## src/verilog/ths_pkg.sv

```systemverilog
// constants of the touch host status register bank
// Overview of operation
// - interrupt bit 6 sets when a nonvolatile burn finishes
// - interrupt bit 5 sets when a shadow memory write takes effect
// - interrupt bit 2 sets on touch/close, or release/far when enabled
// - interrupt bit 1 sets when offset compensation completes, any trigger
// - interrupt bit 0 sets only on entering Active/Doze after host request
// - interrupt pin is low while any interrupt flag is set
// - interrupt flags accumulate independently until cleared
// - reading the interrupt register clears all flags and releases the pin
// - a flag may lag its event by up to one scan period
// - interrupt bits 7, 4 and 3 are reserved and never set
// - status bit 7 is proximity, 1 for close
// - status bit 6 is the priority key, 1 for touched
// - status bits 5:0 hold matrix key number, 0 none, 1 to 36
// - with several keys touched only the first touched one is reported
// - memory status bit 3 shows nonvolatile parameters in use, 7:4 reserved
// - register map: status 0x00/01/08, control 0x09-0x0e, keys 0xac/ad, restart 0xb1
// - answers as a serial bus slave at 7-bit address 0x2b
// - register address increments after each data byte
// - mode field 1:0 is 00 Active, 01 Doze, 10 Sleep, 11 reserved
package ths_pkg;
    localparam logic [6:0] SLAVE_ADDR = 7'h2b;
    localparam logic [3:0] BIT_COUNT = 4'h8;
    localparam logic [3:0] CNT_ZERO = 4'h0;
    localparam logic [7:0] ADDR_IRQ_SRC = 8'h00;
    localparam logic [7:0] ADDR_TOUCH_STAT = 8'h01;
    localparam logic [7:0] ADDR_PMEM_STAT = 8'h08;
    localparam logic [7:0] ADDR_COMP_MODE = 8'h09;
    localparam logic [7:0] ADDR_GPO_CTRL = 8'h0a;
    localparam logic [7:0] ADDR_GW_CFG = 8'h0d;
    localparam logic [7:0] ADDR_GW_BASE = 8'h0e;
    localparam logic [7:0] ADDR_KEY_HIGH = 8'hac;
    localparam logic [7:0] ADDR_KEY_LOW = 8'had;
    localparam logic [7:0] ADDR_RESTART = 8'hb1;
    localparam logic [7:0] REG_RESET = 8'h00;
    localparam int IRQ_MODE_BIT = 0;
    localparam int IRQ_COMP_BIT = 1;
    localparam int IRQ_SENSE_BIT = 2;
    localparam int IRQ_SPMW_BIT = 5;
    localparam int IRQ_BURN_BIT = 6;
    localparam logic [7:0] IRQ_USED_MASK = 8'h67;
    localparam int PROX_BIT = 7;
    localparam int PRIO_BIT = 6;
    localparam int KEY_COUNT = 36;
    localparam logic [5:0] KEY_NONE = 6'h00;
    localparam logic [5:0] KEY_ONE = 6'h01;
    localparam logic [7:0] PMEM_NVM_VALID = 8'h08;
    localparam int COMP_BIT = 2;
    localparam logic [1:0] MODE_ACTIVE = 2'h0;
    localparam logic [1:0] MODE_DOZE = 2'h1;
    localparam logic [1:0] MODE_SLEEP = 2'h2;
    localparam logic [1:0] MODE_RSVD = 2'h3;
    localparam logic [7:0] GW_CFG_MASK = 8'h38;
    localparam logic [7:0] GW_BASE_MASK = 8'h78;
    localparam logic [7:0] RESTART_ARM = 8'hde;
    localparam logic [7:0] RESTART_FIRE = 8'h00;
endpackage

```

## src/verilog/ths_i2c_slave.sv

```systemverilog
// serial bus slave byte engine with auto-incrementing register pointer
`timescale 1ns/100ps
module ths_i2c_slave
    import ths_pkg::*;
(
    // clock and reset
    input wire logic clock,
    input wire logic rstn,
    input wire logic ce,
    // bus pins
    input wire logic scl_in,
    input wire logic sda_in,
    output logic sda_out,
    output logic sda_oe,
    // register access
    output logic wr_en,
    output logic rd_en,
    output logic [7:0] reg_addr,
    output logic [7:0] wr_data,
    input wire logic [7:0] rd_data
);
    typedef enum logic [6:0]
    {
        ST_IDLE = 7'h01,
        ST_DEV = 7'h02,
        ST_DACK = 7'h04,
        ST_RX = 7'h08,
        ST_RACK = 7'h10,
        ST_TX = 7'h20,
        ST_MACK = 7'h40
    } ths_i2c_st_t;

    ths_i2c_st_t st_r, st_nxt;
    logic scl_q_r, sda_q_r, rw_r, rw_nxt, first_r, first_nxt, nack_r, nack_nxt;
    logic [3:0] cnt_r, cnt_nxt;
    logic [7:0] sh_r, sh_nxt, tx_r, tx_nxt, ptr_r, ptr_nxt;

    wire start_w = scl_in & scl_q_r & sda_q_r & ~sda_in;
    wire stop_w = scl_in & scl_q_r & ~sda_q_r & sda_in;
    wire rise_w = scl_in & ~scl_q_r;
    wire fall_w = ~scl_in & scl_q_r;
    wire done_w = fall_w & (cnt_r == BIT_COUNT);
    wire hit_w = (sh_r[7:1] == SLAVE_ADDR);
    wire fetch_w = ((st_r == ST_DACK) & rw_r | (st_r == ST_MACK) & ~nack_r) & fall_w;
    wire store_w = (st_r == ST_RX) & done_w & ~first_r;
    wire [7:0] ptr_inc_w = ptr_r + 8'h01;

    assign rd_en = ce & fetch_w;
    assign wr_en = ce & store_w;
    assign reg_addr = ptr_r;
    assign wr_data = sh_r;
    assign sda_out = 1'b0;
    assign sda_oe = (st_r == ST_DACK) | (st_r == ST_RACK) | ((st_r == ST_TX) & ~tx_r[7]);

    always_comb
    begin
        st_nxt = st_r;
        cnt_nxt = cnt_r;
        sh_nxt = sh_r;
        tx_nxt = tx_r;
        ptr_nxt = ptr_r;
        rw_nxt = rw_r;
        first_nxt = first_r;
        nack_nxt = nack_r;
        if (rise_w)
        begin
            cnt_nxt = cnt_r + 4'h1;
            sh_nxt = {sh_r[6:0], sda_in};
        end
        unique case (st_r)
            ST_IDLE: ;
            ST_DEV:
                if (done_w)
                begin
                    st_nxt = hit_w ? ST_DACK : ST_IDLE;
                    rw_nxt = sh_r[0];
                end
            ST_DACK:
                if (fall_w)
                begin
                    cnt_nxt = CNT_ZERO;
                    st_nxt = rw_r ? ST_TX : ST_RX;
                    first_nxt = ~rw_r;
                end
            ST_RX:
                if (done_w)
                begin
                    st_nxt = ST_RACK;
                    first_nxt = 1'b0;
                    ptr_nxt = first_r ? sh_r : ptr_inc_w;
                end
            ST_RACK:
                if (fall_w)
                begin
                    st_nxt = ST_RX;
                    cnt_nxt = CNT_ZERO;
                end
            ST_TX:
                if (fall_w)
                begin
                    if (cnt_r == BIT_COUNT)
                        st_nxt = ST_MACK;
                    else
                        tx_nxt = {tx_r[6:0], 1'b0};
                end
            ST_MACK:
            begin
                if (rise_w)
                    nack_nxt = sda_in;
                if (fall_w)
                begin
                    cnt_nxt = CNT_ZERO;
                    st_nxt = nack_r ? ST_IDLE : ST_TX;
                end
            end
            default: st_nxt = ST_IDLE;
        endcase
        if (fetch_w)
        begin
            tx_nxt = rd_data;
            ptr_nxt = ptr_inc_w;
        end
        if (start_w)
        begin
            st_nxt = ST_DEV;
            cnt_nxt = CNT_ZERO;
        end
        else if (stop_w)
            st_nxt = ST_IDLE;
    end

    always_ff @(posedge clock)
    begin
        if (!rstn)
        begin
            st_r <= ST_IDLE;
            {scl_q_r, sda_q_r} <= 2'h3;
            {rw_r, first_r, nack_r} <= 3'h0;
            cnt_r <= CNT_ZERO;
            {sh_r, tx_r, ptr_r} <= {REG_RESET, REG_RESET, REG_RESET};
        end
        else if (ce)
        begin
            st_r <= st_nxt;
            {scl_q_r, sda_q_r} <= {scl_in, sda_in};
            {rw_r, first_r, nack_r} <= {rw_nxt, first_nxt, nack_nxt};
            cnt_r <= cnt_nxt;
            {sh_r, tx_r, ptr_r} <= {sh_nxt, tx_nxt, ptr_nxt};
        end
    end
endmodule

```

## src/verilog/ths_regs.sv

```systemverilog
// host register bank of the touch controller behind the serial bus slave
`timescale 1ns/100ps
module ths_regs
    import ths_pkg::*;
(
    // clock and reset
    input wire logic clock,
    input wire logic rstn,
    input wire logic ce,
    // bus pins
    input wire logic scl_in,
    input wire logic sda_in,
    output logic sda_out,
    output logic sda_oe,
    // interrupt pin
    output logic irq_out_n,
    // sensing engine events
    input wire logic burn_done,
    input wire logic spm_write_done,
    input wire logic touch_event,
    input wire logic release_event,
    input wire logic release_report_en,
    input wire logic comp_done,
    input wire logic mode_entered,
    // sensing engine status
    input wire logic prox_close,
    input wire logic prio_key_touched,
    input wire logic [KEY_COUNT-1:0] key_touch,
    input wire logic nonvolatile_params_valid,
    input wire logic comp_running,
    // controls to the engine
    output logic [1:0] op_mode,
    output logic comp_trigger,
    output logic [7:0] gpo_on,
    output logic [7:0] gw_cfg,
    output logic [7:0] gw_base,
    output logic [7:0] burn_key_high,
    output logic [7:0] burn_key_low,
    output logic soft_restart
);
    logic wr_en, rd_en;
    logic [7:0] reg_addr, wr_data, rd_data;
    logic [7:0] irq_r, irq_nxt, tstat_r, pstat_r;
    logic irq_n_r, mode_pend_r, comp_trig_r, arm_r, restart_r;
    logic [5:0] key_r, key_nxt;
    logic [1:0] mode_r;
    logic [7:0] gpo_r, cfg_r, base_r, khi_r, klo_r, rst_val_r;

    ths_i2c_slave u_slave
    (
        .clock(clock),
        .rstn(rstn),
        .ce(ce),
        .scl_in(scl_in),
        .sda_in(sda_in),
        .sda_out(sda_out),
        .sda_oe(sda_oe),
        .wr_en(wr_en),
        .rd_en(rd_en),
        .reg_addr(reg_addr),
        .wr_data(wr_data),
        .rd_data(rd_data)
    );

    // write strobes per register
    wire we_mode_w = wr_en & (reg_addr == ADDR_COMP_MODE);
    wire we_gpo_w = wr_en & (reg_addr == ADDR_GPO_CTRL);
    wire we_cfg_w = wr_en & (reg_addr == ADDR_GW_CFG);
    wire we_base_w = wr_en & (reg_addr == ADDR_GW_BASE);
    wire we_khi_w = wr_en & (reg_addr == ADDR_KEY_HIGH);
    wire we_klo_w = wr_en & (reg_addr == ADDR_KEY_LOW);
    wire we_rst_w = wr_en & (reg_addr == ADDR_RESTART);
    wire [1:0] wmode_w = wr_data[1:0];
    wire mode_ok_w = we_mode_w & (wmode_w != MODE_RSVD);
    wire mode_req_w = we_mode_w & ((wmode_w == MODE_ACTIVE) | (wmode_w == MODE_DOZE));

    // event capture, engine pulses already carry the scan-period lag
    wire sense_w = touch_event | (release_event & release_report_en);
    wire mode_hit_w = mode_entered & mode_pend_r;
    wire [7:0] set_w = ((8'(burn_done) << IRQ_BURN_BIT)
        | (8'(spm_write_done) << IRQ_SPMW_BIT)
        | (8'(sense_w) << IRQ_SENSE_BIT)
        | (8'(comp_done) << IRQ_COMP_BIT)
        | (8'(mode_hit_w) << IRQ_MODE_BIT)) & IRQ_USED_MASK;
    wire clr_w = rd_en & (reg_addr == ADDR_IRQ_SRC);
    assign irq_nxt = (clr_w ? REG_RESET : irq_r) | set_w;

    // first touched key stays reported while it is held
    function automatic logic [5:0] lowest_key(input logic [KEY_COUNT-1:0] v);
        logic [5:0] k;
        k = KEY_NONE;
        for (int i = KEY_COUNT - 1; i >= 0; i--)
            if (v[i])
                k = 6'(i + 1);
        return k;
    endfunction

    wire held_w = (key_r != KEY_NONE) && key_touch[key_r - KEY_ONE];
    assign key_nxt = held_w ? key_r : lowest_key(key_touch);

    // read selection, unmapped and reserved addresses read zero
    assign rd_data = (reg_addr == ADDR_IRQ_SRC) ? irq_r
        : (reg_addr == ADDR_TOUCH_STAT) ? tstat_r
        : (reg_addr == ADDR_PMEM_STAT) ? pstat_r
        : (reg_addr == ADDR_COMP_MODE) ? {5'h00, comp_running, mode_r}
        : (reg_addr == ADDR_GPO_CTRL) ? gpo_r
        : (reg_addr == ADDR_GW_CFG) ? cfg_r
        : (reg_addr == ADDR_GW_BASE) ? base_r
        : (reg_addr == ADDR_KEY_HIGH) ? khi_r
        : (reg_addr == ADDR_KEY_LOW) ? klo_r
        : (reg_addr == ADDR_RESTART) ? rst_val_r
        : REG_RESET;

    assign irq_out_n = irq_n_r;
    assign op_mode = mode_r;
    assign comp_trigger = comp_trig_r;
    assign gpo_on = gpo_r;
    assign gw_cfg = cfg_r;
    assign gw_base = base_r;
    assign burn_key_high = khi_r;
    assign burn_key_low = klo_r;
    assign soft_restart = restart_r;

    // interrupt flags and pin
    always_ff @(posedge clock)
    begin
        if (!rstn)
        begin
            irq_r <= REG_RESET;
            irq_n_r <= 1'b1;
        end
        else if (ce)
        begin
            irq_r <= irq_nxt;
            irq_n_r <= ~(|irq_nxt);
        end
    end

    // status registers
    always_ff @(posedge clock)
    begin
        if (!rstn)
        begin
            key_r <= KEY_NONE;
            tstat_r <= REG_RESET;
            pstat_r <= REG_RESET;
        end
        else if (ce)
        begin
            key_r <= key_nxt;
            tstat_r <= {prox_close, prio_key_touched, key_nxt};
            pstat_r <= nonvolatile_params_valid ? PMEM_NVM_VALID : REG_RESET;
        end
    end

    // mode and compensation control
    always_ff @(posedge clock)
    begin
        if (!rstn)
        begin
            mode_r <= MODE_ACTIVE;
            mode_pend_r <= 1'b0;
            comp_trig_r <= 1'b0;
        end
        else if (ce)
        begin
            if (mode_ok_w)
                mode_r <= wmode_w;
            mode_pend_r <= mode_req_w | (mode_pend_r & ~mode_entered);
            comp_trig_r <= we_mode_w & wr_data[COMP_BIT];
        end
    end

    // plain read/write registers and restart sequence
    always_ff @(posedge clock)
    begin
        if (!rstn)
        begin
            {gpo_r, cfg_r, base_r} <= {REG_RESET, REG_RESET, REG_RESET};
            {khi_r, klo_r, rst_val_r} <= {REG_RESET, REG_RESET, REG_RESET};
            arm_r <= 1'b0;
            restart_r <= 1'b0;
        end
        else if (ce)
        begin
            if (we_gpo_w)
                gpo_r <= wr_data;
            if (we_cfg_w)
                cfg_r <= wr_data & GW_CFG_MASK;
            if (we_base_w)
                base_r <= wr_data & GW_BASE_MASK;
            if (we_khi_w)
                khi_r <= wr_data;
            if (we_klo_w)
                klo_r <= wr_data;
            if (we_rst_w)
            begin
                rst_val_r <= wr_data;
                arm_r <= (wr_data == RESTART_ARM);
            end
            restart_r <= we_rst_w & arm_r & (wr_data == RESTART_FIRE);
        end
    end
endmodule

```

## config.mk

```make
export PLATFORM = sky130hd
export DESIGN_NAME = ths_regs
export DESIGN_NICKNAME = d
export VERILOG_FILES = /design/src/verilog/ths_pkg.sv /design/src/verilog/ths_i2c_slave.sv /design/src/verilog/ths_regs.sv
export SDC_FILE = /design/constraint.sdc
export NUM_CORES = 1
export LEC_CHECK = 0
export ABC_AREA = 0
export ABC_CLOCK_PERIOD_IN_PS = 3200
export BUFFER_PORTS_ARGS = -buffer_cell sky130_fd_sc_hd__buf_2
export CAP_MARGIN = 20
export CORE_UTILIZATION = 30
export CTS_CLUSTER_DIAMETER = 200
export DETAILED_ROUTE_END_ITERATION = 16
export PLACE_DENSITY_LB_ADDON = 0.1
export RECOVER_POWER = 100
export SETUP_SLACK_MARGIN = 0.5
export SYNTH_ARGS = -nofsm -noshare
export SYNTH_HDL_FRONTEND = slang
export SYNTH_SLANG_ARGS = --single-unit
```

## constraint.sdc

```tcl
create_clock -name clock -period 3.2 [get_ports clock]
set_clock_uncertainty 0.05 [all_clocks]
set_input_delay 0 -clock clock [delete_from_list [all_inputs] [get_ports clock]]
set_output_delay 0 -clock clock [all_outputs]
set_load 0.03 [all_outputs]
```

# ---- Yosys cells after proc, flatten, opt, wreduce, memory -nomap -nowiden
# Index checks and enable logic that the tools add are counted.
dict set report word_totals {
  ff_bits 116
  input_bits 52
  out_inout_bits 47
  elab_cells 220
}
dict set report op_classes {
  add_sub_neg 3
  n_lt_le_gt_ge 1
  n_eq_ne 32
  muxes 79
  n_bitwise 53
  n_reduce_logical 26
}
# cell n
set ops {}
lappend ops {{$mux W6} 39}
lappend ops {{$mux W8} 19}
lappend ops {{$mux W7} 9}
lappend ops {{$pmux W7 S7} 1}
lappend ops {{$eq A8 B4 Y1 const B} 5}
lappend ops {{$and A1 B1 Y1} 32}
lappend ops {{$eq A8 B8 Y1 const B} 4}
lappend ops {{$ne A4 B1 Y1 const B} 7}
lappend ops {{$mux W4} 5}
lappend ops {{$logic_not A8 Y1} 2}
lappend ops {{$reduce_and A2 Y1} 8}
lappend ops {{$eq A7 B6 Y1 const B} 2}
lappend ops {{$not A1 Y1} 10}
lappend ops {{$reduce_bool A2 Y1} 5}
lappend ops {{$reduce_and A3 Y1} 3}
lappend ops {{$reduce_and A9 Y1} 1}
lappend ops {{$add A8 B1 Y8 const B} 1}
lappend ops {{$eq A8 B1 Y1 const B} 1}
lappend ops {{$or A8 B7 Y8} 1}
lappend ops {{$reduce_and A4 Y1} 2}
lappend ops {{$reduce_or A8 Y1} 1}
lappend ops {{$eq A7 B1 Y1 const B} 1}
lappend ops {{$eq A7 B2 Y1 const B} 1}
lappend ops {{$eq A7 B3 Y1 const B} 1}
lappend ops {{other kinds (24)} 33}

# ---- Logic depth before layout (Yosys ltp)
# Gate-level depths: netlist of the first run.
dict set report logic_depth {
  word_depth 37
  depth_mapped 12
  ltp_nobuf 9
}

# ---- By module
# From an unflattened synthesis of the first run, not the netlist that was laid out.
dict set report unflattened {
  cells_unflattened 774
  hier_area_um2 6276.0
}
# module instances cells_per_inst area_each_um2 seq_area_each_um2
set modules_own_cells {}
lappend modules_own_cells {ths_regs 1 478 3907.5 1261.2}
lappend modules_own_cells {ths_i2c_slave 1 296 2368.5 800.8}

# ---- Least setup slack after synthesis of the first run
# OpenSTA, ideal clock, no wires.
dict set report synth_timing {
  kind {reg-to-reg}
  from {register, netlist name tstat_r[0]}
  to {register tstat_r[5]}
  setup_time_ns 0.122
  arrival_ns 2.382
  required_ns 3.028
  setup_slack_ns 0.646
  stages_incl_launch_ff 13
  n_path_buf 3
  synth_period_minus_slack_ns 2.554
  path_cell_list {dfxtp_1 > buf_2 > inv_1 > ha_1 > xor2_2 > buf_6 > mux2i_1 > nand3_1 > nand3_1 > o21ai_1 > o31a_1 > buf_4 > mux2i_1}
}
# item line
set synth_lines {}
lappend synth_lines {{to (signal assigned)} ths_regs.sv:151} ;# tstat_r <= {prox_close, prio_key_touched, key_nxt};
lappend synth_lines {{to (decl)} ths_regs.sv:43} ;# logic [7:0] irq_r, irq_nxt, tstat_r, pstat_r;

# ---- Final worst setup path of the first run
dict set report layout_timing {
  from {register u_slave.st_r[6]}
  to {register mode_r[0] (netlist: op_mode[0])}
}
dict set report layout_between {
  elab_chain_len 7
}
# item line
set layout_lines {}
lappend layout_lines {{from (decl)} ths_i2c_slave.sv:33} ;# ths_i2c_st_t st_r, st_nxt;
lappend layout_lines {{from (signal assigned)} ths_i2c_slave.sv:144} ;# st_r <= st_nxt;
lappend layout_lines {{$eq A7 B4 Y1} ths_i2c_slave.sv:45} ;# wire store_w = (st_r == ST_RX) & done_w & ~first_r;
lappend layout_lines {{$and A1 B1 Y1 (2 in series)} ths_i2c_slave.sv:45}
lappend layout_lines {{$and A1 B1 Y1} ths_i2c_slave.sv:49} ;# assign wr_en = ce & store_w;
lappend layout_lines {{$and A1 B1 Y1} ths_regs.sv:66} ;# wire we_mode_w = wr_en & (reg_addr == ADDR_COMP_MODE);
lappend layout_lines {{$and A1 B1 Y1} ths_regs.sv:74} ;# wire mode_ok_w = we_mode_w & (wmode_w != MODE_RSVD);
lappend layout_lines {{$reduce_and A2 Y1 (no line)} n/a}
lappend layout_lines {{to (signal assigned)} ths_regs.sv:168} ;# mode_r <= wmode_w;
lappend layout_lines {{to (decl)} ths_regs.sv:46} ;# logic [1:0] mode_r;
# No other way between the ends.
# A chain may end at the register's enable or synchronous reset.

==> impl_metrics.json, run 1 <==
{
  "cts_tree": "yes",
  "cp_cell_sequence": "nor3_4 -> nand4b_1 -> nor4_1 -> and2_0 -> nand3_2 -> nor2_1 -> o221a_1",
  "routed_wl_um": 21100,
  "synth_xor_area_share_pct": 1.36,
  "internal-power_uw": 2190,
  "dr.pass1.iters": 5,
  "via_count": 6212,
  "synth_area_per_cell_um2": 7.70,
  "timing.max_cap.violations": 0,
  "grt_overflow": 0,
  "drt.antenna.violating_nets": 0,
  "synth_compound_area_share_pct": 21.4,
  "diodes": 0,
  "synthDistinctLibCells": 80,
  "place_congestion": 0.804,
  "grt_pass1_wl_um": 33600,
  "cp.arrival_ns": 2.95,
  "most-common-layout-cells": "dfxtp_1, nor2_1, nand2_1",
  "post-route-min-period_ns": 2.69,
  "path_class": "flop to flop",
  "ys_warn_count": 0,
  "peakVddDrop_uv": 205,
  "grt_pass1_vias": 5881,
  "htreeDepth": 3,
  "ys.flop_type": "dfxtp_1",
  "slew_headroom_pct": 38.2,
  "powerDensity_nw_per_um2": 412,
  "ys_ff_latch": 103,
  "hold_violations": 0,
  "drive_above_1_share_pct": 11.6,
  "num_io_pins": 99,
  "holdWs_ns": 0.00850,
  "setup-violations-final": 0,
  "worst-path-max-fanout": 8,
  "maxSlewViolCount": 0,
  "layout_commonest_cell": "dfxtp_1",
  "synthMuxAreaShare_pct": 9.12,
  "power_frac_clock_pct": 40.7,
  "power_frac_seq_pct": 43.7,
  "max_freq_ghz": 0.371,
  "insertion_delay_ns": 0.36,
  "synth_edf_count": 0,
  "place_inst": 1137,
  "cp_num_buf_inv": 0,
  "first_iter_violations": 437,
  "grt.met3_usage_pct": 2.96,
  "cp_slowest_cell": "nor4_1",
  "route.detailed.drc": 0,
  "switchingPower_uw": 830,
  "area_growth_pct": 15.4,
  "yosysSeqAreaShare_pct": 32.5,
  "gr-max-usage-layer": "met2",
  "synth_top_family_by_area": "simple AND/OR/NAND/NOR gates",
  "die-area_um2": 21700,
  "comb_power_share_pct": 15.6,
  "status": "complete, no violations",
  "final_cells": 1166,
  "antenna_found_initial": 0,
  "period_share_pct": 84.2,
  "avgViaCountPerCell": 5.33,
  "crit_family": "simple AND/OR/NAND/NOR gates",
  "layout.nets": 951,
  "mappedNetlistArea_um2": 6340,
  "cp.required_ns": 3.45,
  "grtUsageMet1_pct": 27.5,
  "numCtsBuffers": 9,
  "clock-sinks": 103,
  "rsz0062_at_grt": "no",
  "syn_inst": 823,
  "die_w_um": 147,
  "critPathCaptureType": "flop",
  "dp_hpwl_um": 15400,
  "path_clk_slew_ns": 0.07,
  "synth_area_leaders": "dfxtp_1, mux2i_1, a21oi_1",
  "port_buffers": 88,
  "die_height_um": 147,
  "synthAdderAreaFrac_pct": 1.58,
  "fin_setup_tns_ns": 0,
  "grt_use_total_pct": 19.8,
  "synth_top_area_share_pct": 32.5,
  "cts_root_buffer": "clkbuf_16",
  "hp-class": "primary input to flop",
  "post_drt_wl_per_cell_um": 18.1,
  "synth-simple-area-share_pct": 27.1,
  "coreArea_um2": 20500,
  "synth-async-reset-ratio_pct": 0,
  "max_slew.worst_pin.slew_ns": 0.927,
  "initial_utilization_pct": 30.9,
  "met2_usage_pct": 32.4,
  "num_rows": 52,
  "startpoint_type": "flop",
  "clk_path_buf_depth": 2,
  "yosysTopAreaCell": "dfxtp_1",
  "grt_max_degree": 55,
  "max_stage_delay_ns": 0.47,
  "sw_frac_of_total_pct": 27.5,
  "p_leak_uw": 0.00276
}
==> metrics by stage <==
| stage | util [%] | total power [µW] | cell area (µm²) | setup WS, ns |
|---|---|---|---|---|
| floorplan | - | 1690 | 6370 | 0.646 |
| global placement | 33.8 | 1810 | 6930 | 0.438 |
| detailed placement | 33.8 | 1810 | 6930 | 0.457 |
| CTS | 36.0 | 3060 | 7370 | 0.631 |
| global route | 35.7 | 3150 | 7320 | 0.292 |
| finish | 35.7 | 3020 | 7320 | 0.506 |
==> registers in the layout, indices dropped and copies added, names as in the netlist, 7 cells and up <==
| name | count |
|---|---|
| burn_key_high | 8 |
| burn_key_low | 8 |
| gpo_on | 8 |
| irq_r | 8 |
| rst_val_r | 8 |
| tstat_r | 8 |
| u_slave.reg_addr | 8 |
| u_slave.st_r | 7 |
| u_slave.tx_r | 8 |
| u_slave.wr_data | 8 |
==> cells in the mapped netlist (5+ instances only) <==
cell and count:
a21oi_1 83, a22oi_1 16, a31oi_1 7, and2_1 6
and3_1 5, buf_1 7, buf_2 16, buf_4 12
clkbuf_1 28, dfxtp_1 103, ha_1 8, inv_1 22
mux2i_1 51, nand2_1 86, nand2b_1 8, nand3_1 52
nand3b_1 7, nand4_1 5, nor2_1 97, nor2b_1 9
nor3_1 22, nor3b_1 5, nor4_1 14, o21a_1 5
o21ai_0 38, o21ai_1 7, xnor2_1 5
==> per-layer routing <==
| layer | wire length [µm] | part of all wire [%] |
|---|---|---|
| met4 | 198 | 0.94 |
| met5 | 0 | 0 |
| met2 | 9900 | 47 |
| met3 | 725 | 3.4 |
| met1 | 10300 | 49 |
==> worst paths after layout <==
path	end	startpoint	slack, ns	cells after the start
max	op_mode[0]	u_slave.st_r[6]	0.51	7
max reg2reg	op_mode[0]	u_slave.st_r[6]	0.51	7
min reg2reg	u_slave.tx_r[0]	u_slave.tx_r[0]	0.42	2
min	irq_r[2]	touch_event	0.008	4
==> tightest hold or removal path, delay by kind of cell <==
kind                   cells  cell delay (ns)
AOI/OAI and AO/OA          2             0.23
and+or+nand+nor            1             0.06
buffers and inverters      1             0.08
==> power by group through the flow <==
stage          registers [µW]  logic (µW)  clock network, µW
5_1_grt                  1320         520               1310
6_report                 1320         472               1230
2_1_floorplan            1340         348                  0
4_1_cts                  1320         478               1260
3_3_place_gp             1350         467                  0
3_5_place_dp             1350         465                  0
==> final cells by class <==
type | count | area [µm²]
clock buffer | 10 | 229
clock inverter | 6 | 93.8
fill | 2257 | 13200
inverter | 23 | 86.3
multi-input combinational | 639 | 3890
sequential | 103 | 2060
tap | 270 | 338
timing repair buffer | 115 | 618
==> timing repair <==
item,CTS,global route
hold buffers,12,0
endpoints found under the setup margin,1,16
resized for setup,1,4
pin swaps,0,1
hold endpoints to repair,15,0
setup buffers,0,1
==> kinds of logic after synthesis <==
kind of cell,after synthesis
adders and majority gates,8
DFF,103
buffers and inverters,90
other,1
and+or+nand+nor,345
muxes,54
AOI/OAI and AO/OA,213
xor gates and xnor gates,9
Note: power is estimated with default switching activity, not from simulation.
==> inputs of run 2 (changes only) <==
--- a/config.mk
+++ b/config.mk
@@ -5,8 +5,8 @@
 export SDC_FILE = /design/constraint.sdc
 export NUM_CORES = 1
 export LEC_CHECK = 0
-export ABC_AREA = 0
-export ABC_CLOCK_PERIOD_IN_PS = 3200
+export ABC_AREA = 1
+export ABC_CLOCK_PERIOD_IN_PS = 2700
 export BUFFER_PORTS_ARGS = -buffer_cell sky130_fd_sc_hd__buf_2
 export CAP_MARGIN = 20
 export CORE_UTILIZATION = 30
==> constraint.sdc (replaced) <==
create_clock -name clock -period 2.7 [get_ports clock]
set_clock_uncertainty 0.05 [all_clocks]
set_input_delay 0 -clock clock [delete_from_list [all_inputs] [get_ports clock]]
set_output_delay 0 -clock clock [all_outputs]
set_load 0.03 [all_outputs]
==> run 2 against run 1 <==
Against the previous run:
- synthesized cell count up 3.9%
- final cell count is 9.1% higher
- critical endpoint is now u_slave.st_r[2]
- via count grew 0.66%
- fmax is 12% higher
- count of clock-buffer cells in the layout increased by 1
- worst setup slack lost 0.21 ns
==> impl_metrics.json, run 2 <==
{
  "max_stage_delay_ns": 0.40,
  "path_clk_slew_ns": 0.07,
  "fin_ws_ns": 0.300,
  "area_growth_pct": 31.6,
  "place_inst": 1195,
  "grt_use_total_pct": 19.0,
  "route.detailed.drc": 0,
  "clock-sinks": 103,
  "slew_headroom_pct": 3.29,
  "startpoint_type": "flop",
  "place_congestion": 0.808,
  "hp-class": "primary input to flop",
  "path_class": "flop to flop",
  "rsz0062_at_grt": "yes",
  "maxSlewViolCount": 0,
  "synth_top_area_share_pct": 35.2,
  "max_slew.worst_pin.slew_ns": 1.45,
  "layout.nets": 1068,
  "initial_utilization_pct": 31.0,
  "cp_slowest_cell": "nor4_1",
  "dp_hpwl_um": 13700,
  "first_iter_violations": 362,
  "layout_commonest_cell": "nand2_1",
  "die-area_um2": 20100,
  "internal-power_uw": 2620,
  "synthDistinctLibCells": 52,
  "routed_wl_um": 19300,
  "die_height_um": 142,
  "clk_path_buf_depth": 2,
  "drt.antenna.violating_nets": 0,
  "num_rows": 50,
  "cts_root_buffer": "clkbuf_16",
  "antenna_found_initial": 0,
  "setup-violations-final": 0,
  "max_freq_ghz": 0.417,
  "peakVddDrop_uv": 299,
  "post_drt_wl_per_cell_um": 15.2,
  "synth_common_cells": "nand2_1, a21oi_1, dfxtp_1",
  "final_cells": 1272,
  "via_count": 6253,
  "yosysTopAreaCell": "dfxtp_1",
  "cp.arrival_ns": 2.61,
  "most-common-layout-cells": "nand2_1, a21oi_1, dfxtp_1",
  "grt_max_degree": 68,
  "grt_overflow": 0,
  "p_leak_uw": 0.00314,
  "dp_slack_ns": 0.321,
  "synth_area_leaders": "dfxtp_1, a21oi_1, nand2_1",
  "sw_frac_of_total_pct": 30.0,
  "avgViaCountPerCell": 4.92,
  "mappedNetlistArea_um2": 5860,
  "port_buffers": 88,
  "ys.flop_type": "dfxtp_1",
  "status": "complete, no violations",
  "htreeDepth": 3,
  "comb_power_share_pct": 21.9,
  "synth_most_common_cell": "nand2_1",
  "crit_top_cell": "inv_2",
  "power_frac_seq_pct": 43.3,
  "cp_cell_sequence": "nor2_4 -> inv_2 -> nor2_4 -> inv_2 -> nor4_1 -> inv_2 -> nand2_4 -> nor2_1 -> inv_1 -> nand2_1 -> and3_1 -> o21ai_4 -> buf_12 -> a31oi_1 -> a211oi_1",
  "fin_setup_tns_ns": 0,
  "timing.max_cap.violations": 0,
  "insertion_delay_ns": 0.36,
  "critPathCaptureType": "flop",
  "grt_pass1_wl_um": 30000,
  "num_io_pins": 99,
  "ys_warn_count": 0,
  "ys_ff_latch": 103,
  "yosysSeqAreaShare_pct": 35.2,
  "drive_above_1_share_pct": 20.9,
  "switchingPower_uw": 1120,
  "coreArea_um2": 18900,
  "powerDensity_nw_per_um2": 486,
  "dr.pass1.iters": 5,
  "diodes": 0,
  "cts_tree": "yes",
  "grt_pass1_vias": 5786,
  "post-route-min-period_ns": 2.40,
  "syn_inst": 855,
  "die_w_um": 142,
  "cp.required_ns": 2.91,
  "period_share_pct": 88.9,
  "numCtsBuffers": 9,
  "synth_edf_count": 0,
  "synth-async-reset-ratio_pct": 0,
  "worst-path-max-fanout": 6,
  "hold_violations": 0,
  "power_frac_clock_pct": 34.7,
  "synth_area_per_cell_um2": 6.85
}
run 2: timing repair:
action,4_1_cts,5_1_grt
gates resized for setup,19,131
gates cloned,1,4
endpoints found under the setup margin,30,76
hold endpoints to repair,20,0
pin swaps,5,18
buffers inserted,3,36
hold buffers,18,0
run 2: layout make-up:
cell class                      instances  area [µm²]
Clock inverter                          4        47.5
Fill cell                            2098       11200
Multi-Input combinational cell        610        3450
Sequential cell                       103        2070
Timing Repair Buffer                  169        1120
Tap cell                              260         325
Timing Repair inverter                  1        7.51
Clock buffer                           11         233
Inverter                              114         447
run 2: kinds of logic (layout without fill, tap and decap cells):
kind of cell | after synthesis | count (layout) | share of synthesized area (%)
AND/OR/NAND/NOR | 287 | 287 | 21.9
multiplexers | 3 | 3 | 0.513
other | 1 | 10 | 0.0640
XOR/XNOR | 6 | 7 | 0.897
adder cells (fa/ha/maj) | 8 | 8 | 1.71
flip-flops | 103 | 103 | 35.2
AO/OA/AOI/OAI | 295 | 295 | 28.9
buffers and inverters | 152 | 299 | 10.7
run 2: power groups by stage:
stage | sequential, µW | clock (µW) | combinational, µW
after global routing | 1630 | 1400 | 912
after floorplan | 1630 | 0 | 490
after detailed placement | 1650 | 0 | 623
final | 1620 | 1300 | 822
after CTS | 1610 | 1340 | 690
after global placement | 1650 | 0 | 628
run 2: critical path, delay by kind of cell, from the launching register on:
kind	cells	cell delay (ns)
flops	1	0.36
simple gates	7	1.01
buf+inv	5	0.46
compound gates	3	0.43
run 2: per-stage QoR:
step	utilization, %	hold WS [ns]	power [µW]	cell area [µm²]
after floorplan	-	0.0764	2120	5940
after global placement	35.1	0.198	2270	6640
after detailed placement	35.1	0.205	2270	6640
after CTS	38.1	0.00405	3640	7200
after global routing	40.8	0.0314	3940	7710
final	40.8	0.0174	3750	7710
run 2: worst paths after layout:
path | startpoint | endpoint | slack, ns | depth (start not counted)
hold reg to reg | soft_restart | soft_restart | 0.42 | 2
setup reg to reg | u_slave.st_r[2] | u_slave.st_r[2] | 0.30 | 15
setup / recovery | u_slave.st_r[2] | u_slave.st_r[2] | 0.30 | 15
hold / removal | key_touch[6] | tstat_r[0] | 0.02 | 5
run 2: metal layers:
metal	GRT usage, %	vias up	wire [µm]	part of all wire (%)
met5	0	-	0	0
met4	4.81	0	252	1.3
met3	2.77	18	746	3.9
met2	31.6	119	8920	46
met1	25.6	2899	9420	49
li1	-	3217	-	-
